[src/reset_boot_defs.svh]
// Constants for the reset, strap and boot-order control block
// Functional notes
// - Power-on reset input is active low
// - Watchdog reset drives the shutdown output picked by shut_sel_b low
// - Overtemperature trip goes to reset unit
// - Overtemperature trip may drive shutdown low
// - Boot media tried in fixed priority
// - No firmware found enters USB recovery
// - Straps sampled after reset set defaults
// - Voltage strap low 3.3V, high 1.8V
// - IO voltage mode fixed from strap only
// - Card-detect high debug, low SD card
// - Both straps default high by pull-up
// - Debug entry only with card-detect high
// - SWD uses clock input and data line
`ifndef RESET_BOOT_DEFS_SVH
`define RESET_BOOT_DEFS_SVH

// Main clock and reset qualification time
// Rates in kHz so the product below stays inside 32-bit integers
`define MAIN_CLK_KHZ       250000
`define REF_CLK_KHZ        24000
`define POR_MIN_REF_CYC    100
// Least width rounds up: ceil(100 * 250 MHz / 24 MHz)
`define POR_MIN_CYC \
    ((`POR_MIN_REF_CYC * `MAIN_CLK_KHZ + `REF_CLK_KHZ - 1) / `REF_CLK_KHZ)
`define POR_CNT_W          11
// Width of the watchdog / trip shutdown pulse in clocks
`define SHUT_PULSE_CYC     16
`define SHUT_CNT_W         5
// Boot source count
`define BOOT_SRC_NUM       5
`define BOOT_IDX_W         3

`endif

[src/reset_boot_pkg.sv]
// Types shared by the reset, strap and boot-order control block
package reset_boot_pkg;

    // Boot sources in descending priority
    typedef enum logic [2:0] {
        BOOT_NOR,
        BOOT_SNAND,
        BOOT_PNAND,
        BOOT_EMMC,
        BOOT_SDCARD,
        BOOT_RECOVERY
    } boot_src_t;

    // Strap-derived power-on configuration
    typedef struct packed {
        logic io_1v8;       // 1 = 1.8 V flash IO mode, 0 = 3.3 V
        logic pins_debug;   // 1 = debug/serial, 0 = SD card
    } strap_cfg_t;

    // Boot progress seen by the outside
    typedef struct packed {
        boot_src_t src;
        logic      busy;
        logic      done;
        logic      recovery;
    } boot_stat_t;

endpackage

[src/pin_sync3.sv]
// Three-stage pin synchroniser with second/third agreement filter
`timescale 1ns/1ns
module pin_sync3 #(
    parameter logic RST_VAL = 1'b1
) (
    input  wire logic clk,    // Main clock
    input  wire logic rst,    // Async reset, active high
    input  wire logic pin,    // Asynchronous pin level
    output logic      level   // Filtered level
);
    logic s1_reg;
    logic s2_reg;
    logic s3_reg;
    logic level_reg;
    logic level_next;

    // Level changes only once stages two and three agree
    always_comb begin
        level_next = level_reg;
        if (s2_reg == s3_reg) begin
            level_next = s3_reg;
        end
    end

    // First stage feeds only the second
    always_ff @(posedge clk or posedge rst) begin
        if (rst) begin
            s1_reg    <= RST_VAL;
            s2_reg    <= RST_VAL;
            s3_reg    <= RST_VAL;
            level_reg <= RST_VAL;
        end else begin
            s1_reg    <= pin;
            s2_reg    <= s1_reg;
            s3_reg    <= s2_reg;
            level_reg <= level_next;
        end
    end

    assign level = level_reg;
endmodule

[src/reset_boot_strap_control.sv]
// Reset qualification, shutdown drive, strap capture and boot ordering
`timescale 1ns/1ns
`include "reset_boot_defs.svh"
module reset_boot_strap_control (
    input  wire logic       clk,               // Main clock, 250 MHz
    input  wire logic       rst,               // Async reset, active high
    input  wire logic       power_on_reset_n,  // Reset pin, active low
    input  wire logic       boot_io_voltage_strap, // Flash IO strap pin
    input  wire logic       card_detect_strap, // Card-detect strap pin
    input  wire logic       wdt_reset,         // Watchdog reset request
    input  wire logic       overtemp_trip_a,   // Trip from converter A
    input  wire logic       overtemp_trip_b,   // Trip from converter B
    input  wire logic       trip_ext_en,       // Trip also drives pins
    input  wire logic       shut_sel_b,        // Use output b, not a
    input  wire logic       media_ready,       // Probed medium answered
    input  wire logic       media_has_fw,      // Probed medium has image
    input  wire logic       debug_req,         // Debug entry requested
    input  wire logic       swd_clk_pin,       // SWD clock pin
    input  wire logic       swd_data_in,       // SWD data pin level
    input  wire logic       swd_data_oe_core,  // Debug core drives data
    input  wire logic       swd_data_out_core, // Debug core data
    output logic            chip_reset,        // Internal reset, active high
    output logic            clock_reset_unit_req, // Trip reset to unit
    output logic            thermal_shutdown_out_a, // Shutdown pin a
    output logic            thermal_shutdown_out_b, // Shutdown pin b
    output reset_boot_pkg::strap_cfg_t strap_cfg, // Latched straps
    output reset_boot_pkg::boot_stat_t boot_stat, // Boot progress
    output logic            probe_start,       // Pulse: probe boot_stat.src
    output logic            usb_otg_port0_recovery, // Recovery device on
    output logic            debug_enable,      // Debug port usable
    output logic            swd_clk,           // Synchronised SWD clock
    output logic            swd_data_core_in,  // Synchronised SWD data
    output logic            swd_data_out,      // SWD data pin drive
    output logic            swd_data_oe        // SWD data pin enable
);
    // ----------------------------------------------------------------
    // Pin synchronisers
    // ----------------------------------------------------------------
    logic por_n_s;
    logic vstrap_s;
    logic cdet_s;
    logic swdc_s;
    logic swdd_s;

    // Reset pin idles high once the power chip releases it
    pin_sync3 #(.RST_VAL(1'b0)) u_por (
        .clk   (clk),
        .rst   (rst),
        .pin   (power_on_reset_n),
        .level (por_n_s)
    );
    // Straps reset to the pull-up level
    pin_sync3 #(.RST_VAL(1'b1)) u_vstrap (
        .clk   (clk),
        .rst   (rst),
        .pin   (boot_io_voltage_strap),
        .level (vstrap_s)
    );
    pin_sync3 #(.RST_VAL(1'b1)) u_cdet (
        .clk   (clk),
        .rst   (rst),
        .pin   (card_detect_strap),
        .level (cdet_s)
    );
    pin_sync3 #(.RST_VAL(1'b0)) u_swdc (
        .clk   (clk),
        .rst   (rst),
        .pin   (swd_clk_pin),
        .level (swdc_s)
    );
    pin_sync3 #(.RST_VAL(1'b0)) u_swdd (
        .clk   (clk),
        .rst   (rst),
        .pin   (swd_data_in),
        .level (swdd_s)
    );

    // ----------------------------------------------------------------
    // Reset qualification
    // ----------------------------------------------------------------
    localparam logic [`POR_CNT_W-1:0] POR_MIN =
        `POR_CNT_W'(`POR_MIN_CYC);
    logic [`POR_CNT_W-1:0] low_cnt_reg;
    logic [`POR_CNT_W-1:0] low_cnt_next;
    logic                  in_reset_reg;
    logic                  in_reset_next;
    logic                  latch_reg;
    logic                  latch_next;

    // Low holds reset; a glitch shorter than the minimum is ignored
    // so spikes on the pin cannot restart the chip
    always_comb begin
        low_cnt_next  = low_cnt_reg;
        in_reset_next = in_reset_reg;
        latch_next    = 1'b0;
        if (!por_n_s) begin
            if (low_cnt_reg != POR_MIN) begin
                low_cnt_next = low_cnt_reg + `POR_CNT_W'(1);
            end else begin
                in_reset_next = 1'b1;
            end
        end else begin
            low_cnt_next = '0;
            if (in_reset_reg) begin
                in_reset_next = 1'b0;
                latch_next    = 1'b1;
            end
        end
    end

    always_ff @(posedge clk or posedge rst) begin
        if (rst) begin
            low_cnt_reg  <= '0;
            in_reset_reg <= 1'b1;
            latch_reg    <= 1'b0;
        end else begin
            low_cnt_reg  <= low_cnt_next;
            in_reset_reg <= in_reset_next;
            latch_reg    <= latch_next;
        end
    end

    // ----------------------------------------------------------------
    // Strap capture
    // ----------------------------------------------------------------
    reset_boot_pkg::strap_cfg_t cfg_reg;
    reset_boot_pkg::strap_cfg_t cfg_next;

    // Only reset release loads straps; nothing else writes them
    always_comb begin
        cfg_next = cfg_reg;
        if (latch_reg) begin
            cfg_next.io_1v8     = vstrap_s;
            cfg_next.pins_debug = cdet_s;
        end
    end

    always_ff @(posedge clk or posedge rst) begin
        if (rst) begin
            cfg_reg <= '{io_1v8: 1'b1, pins_debug: 1'b1};
        end else begin
            cfg_reg <= cfg_next;
        end
    end

    // ----------------------------------------------------------------
    // Shutdown outputs and trip routing
    // ----------------------------------------------------------------
    logic [`SHUT_CNT_W-1:0] shut_cnt_reg;
    logic [`SHUT_CNT_W-1:0] shut_cnt_next;
    logic                   shut_a_reg;
    logic                   shut_b_reg;
    logic                   shut_a_next;
    logic                   shut_b_next;
    logic                   cru_reg;
    logic                   cru_next;
    logic                   trip;
    logic                   fire;

    assign trip = overtemp_trip_a | overtemp_trip_b;
    assign fire = wdt_reset | (trip & trip_ext_en);

    // Pulse is stretched so an external reset IC sees it reliably
    always_comb begin
        shut_cnt_next = shut_cnt_reg;
        cru_next      = trip;
        if (fire) begin
            shut_cnt_next = `SHUT_CNT_W'(`SHUT_PULSE_CYC);
        end else if (shut_cnt_reg != '0) begin
            shut_cnt_next = shut_cnt_reg - `SHUT_CNT_W'(1);
        end
        shut_a_next = !((shut_cnt_next != '0) && !shut_sel_b);
        shut_b_next = !((shut_cnt_next != '0) && shut_sel_b);
    end

    always_ff @(posedge clk or posedge rst) begin
        if (rst) begin
            shut_cnt_reg <= '0;
            shut_a_reg   <= 1'b1;
            shut_b_reg   <= 1'b1;
            cru_reg      <= 1'b0;
        end else begin
            shut_cnt_reg <= shut_cnt_next;
            shut_a_reg   <= shut_a_next;
            shut_b_reg   <= shut_b_next;
            cru_reg      <= cru_next;
        end
    end

    // ----------------------------------------------------------------
    // Boot sequencer
    // ----------------------------------------------------------------
    typedef enum logic [1:0] {
        ST_HOLD,
        ST_PROBE,
        ST_WAIT,
        ST_END
    } boot_st_t;

    boot_st_t                  st_reg;
    boot_st_t                  st_next;
    reset_boot_pkg::boot_src_t src_reg;
    reset_boot_pkg::boot_src_t src_next;
    logic                      start_reg;
    logic                      start_next;

    // Walks sources high to low priority; recovery if none has an image
    always_comb begin
        st_next    = st_reg;
        src_next   = src_reg;
        start_next = 1'b0;
        case (st_reg)
            ST_HOLD: begin
                src_next = reset_boot_pkg::BOOT_NOR;
                if (latch_reg) begin
                    st_next = ST_PROBE;
                end
            end
            ST_PROBE: begin
                start_next = 1'b1;
                st_next    = ST_WAIT;
            end
            ST_WAIT: begin
                if (media_ready) begin
                    if (media_has_fw) begin
                        st_next = ST_END;
                    end else if (src_reg == reset_boot_pkg::BOOT_SDCARD) begin
                        src_next = reset_boot_pkg::BOOT_RECOVERY;
                        st_next  = ST_END;
                    end else begin
                        src_next = reset_boot_pkg::boot_src_t'(
                            src_reg + 3'h1);
                        st_next  = ST_PROBE;
                    end
                end
            end
            ST_END: begin
                st_next = ST_END;
            end
            default: begin
                st_next = ST_HOLD;
            end
        endcase
        if (in_reset_next) begin
            st_next = ST_HOLD;
        end
    end

    always_ff @(posedge clk or posedge rst) begin
        if (rst) begin
            st_reg    <= ST_HOLD;
            src_reg   <= reset_boot_pkg::BOOT_NOR;
            start_reg <= 1'b0;
        end else begin
            st_reg    <= st_next;
            src_reg   <= src_next;
            start_reg <= start_next;
        end
    end

    // ----------------------------------------------------------------
    // Debug port gating
    // ----------------------------------------------------------------
    logic dbg_reg;
    logic dbg_next;
    logic swdc_reg;
    logic swdd_reg;
    logic swdo_reg;
    logic swdoe_reg;
    logic swdo_next;
    logic swdoe_next;

    // Debug closed when the card-detect strap was sampled low
    always_comb begin
        dbg_next   = debug_req & cfg_next.pins_debug;
        swdoe_next = dbg_next & swd_data_oe_core;
        swdo_next  = swdoe_next & swd_data_out_core;
    end

    always_ff @(posedge clk or posedge rst) begin
        if (rst) begin
            dbg_reg   <= 1'b0;
            swdc_reg  <= 1'b0;
            swdd_reg  <= 1'b0;
            swdo_reg  <= 1'b0;
            swdoe_reg <= 1'b0;
        end else begin
            dbg_reg   <= dbg_next;
            swdc_reg  <= swdc_s;
            swdd_reg  <= swdd_s;
            swdo_reg  <= swdo_next;
            swdoe_reg <= swdoe_next;
        end
    end

    // ----------------------------------------------------------------
    // Outputs from flip-flops; boot_stat flags and USB recovery decoded from st_reg and src_reg
    // ----------------------------------------------------------------
    assign chip_reset             = in_reset_reg;
    assign clock_reset_unit_req   = cru_reg;
    assign thermal_shutdown_out_a = shut_a_reg;
    assign thermal_shutdown_out_b = shut_b_reg;
    assign strap_cfg              = cfg_reg;
    assign boot_stat.src          = src_reg;
    assign boot_stat.busy         = (st_reg == ST_PROBE) | (st_reg == ST_WAIT);
    assign boot_stat.done         = (st_reg == ST_END);
    assign boot_stat.recovery     = (src_reg == reset_boot_pkg::BOOT_RECOVERY);
    assign probe_start            = start_reg;
    assign usb_otg_port0_recovery = boot_stat.recovery;
    assign debug_enable           = dbg_reg;
    assign swd_clk                = swdc_reg;
    assign swd_data_core_in       = swdd_reg;
    assign swd_data_out           = swdo_reg;
    assign swd_data_oe            = swdoe_reg;
endmodule

[config.mk]
export PLATFORM = sky130hd
export DESIGN_NAME = reset_boot_strap_control
export DESIGN_NICKNAME = d
export VERILOG_FILES = /design/src/reset_boot_pkg.sv /design/src/pin_sync3.sv /design/src/reset_boot_strap_control.sv
export VERILOG_INCLUDE_DIRS = /design/src
export SDC_FILE = /design/constraint.sdc
export NUM_CORES = 1
export LEC_CHECK = 0
export ABC_AREA = 1
export BUFFER_PORTS_ARGS = -buffer_cell sky130_fd_sc_hd__buf_4
export CORE_ASPECT_RATIO = 0.6
export CORE_UTILIZATION = 53
export CTS_CLUSTER_DIAMETER = 80
export DETAILED_ROUTE_END_ITERATION = 10
export PLACE_DENSITY = 0.81
export SYNTH_ARGS = -nofsm -noshare
export SYNTH_HDL_FRONTEND = slang
export SYNTH_HIERARCHICAL = 1
export SYNTH_SLANG_ARGS = --single-unit
[constraint.sdc]
create_clock -name clk -period 1.8 [get_ports clk]
set_input_delay 0.09 -clock clk [delete_from_list [all_inputs] [get_ports clk]]
set_output_delay 0.09 -clock clk [all_outputs]
set_load 0.01 [all_outputs]
=== Word-level counts from Yosys, hierarchy flattened ===
Index checks and enable logic that the tools add are counted.

* $add $sub $neg: 3
* Equal/unequal tests: 15
* Multiplexer cells: 20
* Bitwise logic cells: 7
* Reduce and logical (&&, ||, !) cells: 12

{| class="wikitable"
|+ Operators by type and width
! cell !! count
|-
| $mux 11 || 2
|-
| $add 11x1->11 const B || 1
|-
| $ne 11x11->1 const B || 1
|-
| $mux 2 || 5
|-
| $mux 5 || 2
|-
| $reduce_bool 5->1 || 2
|-
| $mux 3 || 3
|-
| $pmux 2 s4 || 1
|-
| $eq 3x3->1 const B || 2
|-
| $mux 1 || 6
|-
| $ne 3x3->1 const B || 2
|-
| $pmux 3 s2 || 1
|-
| $eq 1x1->1 || 5
|-
| $sub 5x1->5 const B || 1
|-
| $and 1x1->1 || 4
|-
| $eq 2x2->1 const B || 2
|-
| $ne 2x2->1 const B || 2
|-
| $reduce_bool 2->1 || 2
|-
| $add 3x1->3 const B || 1
|-
| $logic_not 1->1 || 3
|-
| $or 1x1->1 || 3
|-
| $reduce_and 3->1 || 1
|-
| $eq 2x1->1 const B || 1
|-
| $logic_and 1x1->1 || 2
|-
| other kinds (2) || 2
|}

* Register bits: 54
* Input port bits: 17

=== Depth between registers and ports, before layout ===
* Depth after elaboration: 7
* Mapped depth: 9
* Gate-level depth less buffers: 9

=== Modules after synthesis ===
The synthesis kept the hierarchy.

{| class="wikitable"
|+ By module, submodules not included
! module !! instances !! cells an instance !! area each (um^2) !! sequential area each (um^2)
|-
| reset_boot_strap_control || 1 || 201 || 1724.2 || 857.1
|-
| pin_sync3 at u_por ... || 3 || 9 || 120.1 || 100.1
|-
| pin_sync3 at u_cdet ... || 2 || 9 || 125.1 || 105.1
|}

=== Least setup slack after synthesis ===
OpenSTA, ideal clock, no wires.

* Kind: reg2reg
* Start point: reg st_reg[0]
* End point: reg src_reg[2]
* Setup time: 0.127 ns
* Arrival: 1.210 ns
* Data required time: 1.673 ns
* Path slack: 0.462 ns
* Stages on the path, launching flop included: 8
* Buffers on the path: 0
* Period minus slack after synthesis: 1.338 ns
* Path through: dfrtp_1 > inv_1 > ha_1 > nand3b_1 > o21ai_0 > o21ai_0 > nand2_1 > o21ai_0

* Word-level cells in the longest chain between the ends: 3
* Elaborated cells between the ends (all ways): 7

{| class="wikitable"
|+ RTL lines
! what !! RTL line !! source
|-
| from (decl) || reset_boot_strap_control.sv:200 || <nowiki>boot_st_t st_reg;</nowiki>
|-
| from (signal assigned) || reset_boot_strap_control.sv:255 || <nowiki>st_reg <= st_next;</nowiki>
|-
| $eq 2x2->1 or $logic_not 2->1 (tied branches) || reset_boot_strap_control.sv:212 || <nowiki>case (st_reg)</nowiki>
|-
| $ne 2x2->1 (no line) or $reduce_bool 2->1 (tied branches) || -- ||
|-
| $reduce_and 3->1 (no line) || -- ||
|-
| to (signal assigned) || reset_boot_strap_control.sv:252 || <nowiki>src_reg <= reset_boot_pkg::BOOT_NOR;</nowiki>
|-
| to (signal assigned) || reset_boot_strap_control.sv:256 || <nowiki>src_reg <= src_next;</nowiki>
|-
| to (decl) || reset_boot_strap_control.sv:202 || <nowiki>reset_boot_pkg::boot_src_t src_reg;</nowiki>
|}

Several ways; a longest one is shown, not always the timed one.
A chain may end at the register's enable or synchronous reset.

=== Worst setup path in the final report ===
* Start point: reg st_reg[0]
* End point: reg st_reg[1]

* Word-level cells in the longest chain between the ends: 3
* Elaborated cells between the ends (all ways): 9

{| class="wikitable"
|+ RTL lines
! what !! RTL line
|-
| $eq 2x2->1 (tied with other cells) || reset_boot_strap_control.sv:212
|-
| $pmux 2 s4 or $ne 3x3->1 (tied branches) || --
|-
| $mux 2 or $reduce_and 2->1 (tied branches) || --
|}

Several ways; a longest one is shown, not always the timed one.

==> run metrics <==
Nets=326; CP Launch Type=register; Pint=1970 uW; Starting Density=0.560; final worst path period need=1.54 ns; core area=0.00417 sq mm; Yosys cell types=25; Root Buffer=clkbuf_8; initial DRC count=64; Antenna Cells=0; overall die height=53.4 microns; hold_sp=swd_data_oe_core; aggregate negative setup slack=0 ns; max_cap viols=0; Synth Instances=246; synth-to-layout area growth=22.7%; register bit total from synthesis=54; syn_nets=274; largest net degree at the start of global routing=34; WL/cell=11.6 microns; fin util=0.687; PD cells=985 mW/mm^2; CTS tree=yes; number of setup violations in the final report=0; worst hold slack=0.0448 ns; Layout fillers=327; CP required=2.03 ns; Ports=36; global-route wire length before repair=7150 microns; crit-path max FO=5; die area=0.00468 sq mm; Crit. End Element=register; global-route usage over all layers=0.209; power share of the sequential group=0.515; Final Cell Area=0.00286 sq mm; RSZ-0062 raised after global routing=no; Mapped Avg Cell Area=9.49 sq um; register area share after synthesis=0.586; switching pwr=854 uW; Crit path arrival time=1.77 ns; max FFs per register=11; actual slew at the worst max-slew pin=0.411 ns; Die Width=87.7 microns; reg2reg start=st_reg[0]; hpwl dp=3100 microns; Placed Instance Area=0.00267 sq mm; worst hold endpoint=swd_data_out; combinational share of power=0.248; Yosys Warn Count=6; Slew Limit Headroom=0.726; fin crit share=0.854; port buffer count=35; initial antenna violation count=0; grt ovf=0; routed wire length=4170 microns; share of post-route cells with drive strength above 1=0.231; num rows=18; worst clock skew=0.00335 ns; Mapped Area=0.00233 sq mm; post-route ant nets=0; vias in the first global route=1584; clock power share=0.237; Switching Share=0.303; Clock Latency Late Sink=0.29 ns; number of CTS-inserted buffers=5; r2r endpoint=st_reg[1]; DRC viols=0; f_max=650 MHz; Leakage Power=0.00148 uW; H-Tree Depth=2; maximum clock path buffer count=2; Peak VDD IR=0.550 mV; Hold WC Path Type=in -> reg; First-pass DRT Iterations=4; flop-to-flop setup slack=0.26 ns; Reg clk slew, reported paths=0.09 ns; Hold Fails Final Rpt=0; critical path type=reg -> reg; routed via count=1684; CTS Sinks=54; final count of pins violating max slew=0; R2R depth=7; mean number of vias per cell=4.69; postcts setup bufs=0; status=complete, no violations; hold path depth=2; RD Place Congestion=0.846
==> logic make-up (layout without fill, tap and decap cells) <==
kind of cell             count (synthesis)  after routing  synth area share
flip-flops                              54             54             0.586
adder cells (fa/ha/maj)                 11             11            0.0589
AO/OA/AOI/OAI                           27             27            0.0632
buffers and inverters                   44             97            0.0723
AND/OR/NAND/NOR                        106            106             0.204
XOR/XNOR                                 3              3            0.0113
multiplexers                             1              1           0.00482
==> per-layer routing <==
layer / GRT usage / routed length, microns / up-vias
met3: 0.0546 / 215 / 2
met4: 0.0410 / 14 / 0
met2: 0.329 / 1730 / 35
met1: 0.296 / 2210 / 784
li1: - / - / 863
met5: 0 / 0 / -
==> critical path: stages, from the launching register on <==
cell and delay [ns]:
dfrtp_1 0.42, inv_1 0.10, ha_1 0.26, nand2_1 0.08
o21ai_0 0.14, o21ai_0 0.22, o21ai_0 0.14, nor2_1 0.12
==> worst max-delay path by stage <==
stage,to,start,slack [ns]
after global placement,src_reg[2],st_reg[0],0.40
final,st_reg[1],st_reg[0],0.26
after CTS,src_reg[2],st_reg[0],0.30
after detailed placement,src_reg[2],st_reg[0],0.31
after global routing,src_reg[2],st_reg[0],0.06
after floorplan,src_reg[2],st_reg[0],0.46
==> cell usage in the layout (no fill, tap or decap), drive strengths merged <==
cell type and n:
nor3 5, nand3 11, o21ai 15, clkbuf 7, nor3b 2, nand4 2
nor2 38, inv 43, dlygate4sd3 10, mux2 1, o22ai 1, a31oi 1
dfrtp 41, buf 36, xor2 3, a21boi 1, and3 1, a21oi 9
dfstp 13, clkinv 1, nand3b 2, ha 11, nand2 45
==> cell usage after synthesis, drive strengths merged <==
master,instances,area [sq um]
ha,11,138
nand2,45,171
nand4,2,12.5
a31oi,1,6.26
mux2,1,11.3
nand3,11,65.1
xor2,3,26.3
nor3,5,25.0
inv,43,161
nor3b,2,15.0
a21oi,9,45.0
nand3b,2,15.0
o21ai,15,82.6
nor2,38,165
a21boi,1,7.51
o22ai,1,6.26
dfstp,13,342
buf,1,7.51
dfrtp,41,1030
and3,1,6.26
==> power by group through the flow <==
stage,Combinational (uW),Sequential (uW),Clock [uW]
finish,700,1450,668
global route,812,1470,740
CTS,696,1450,686
detailed placement,675,1480,0
global placement,647,1470,0
floorplan,415,1480,0
==> layout make-up <==
class / count / area, sq um / share of cell area
clock buffer: 7 / 86.3 / 0.0301
timing repair buffer: 46 / 370 / 0.129
tap: 60 / 75.1 / 0.0262
sequential: 54 / 1370 / 0.478
clock inverter: 1 / 5.00 / 0.00175
multi-input combinational: 148 / 798 / 0.279
inverter: 43 / 161 / 0.0564
==> repair_timing <==
action / CTS / global route
resized for setup: 0 / 0
hold buffers: 10 / 0
hold endpoints to repair: 57 / 0
==> through the flow <==
stage          worst slack (ns)  cells  power, uW
2_1_floorplan             0.462    246       1890
3_3_place_gp              0.395    341       2120
3_5_place_dp              0.312    341       2150
4_1_cts                   0.298    359       2830
5_1_grt                  0.0628    359       3020
6_report                  0.262    359       2820
No activity file was read; power rests on OpenSTA's default activity.
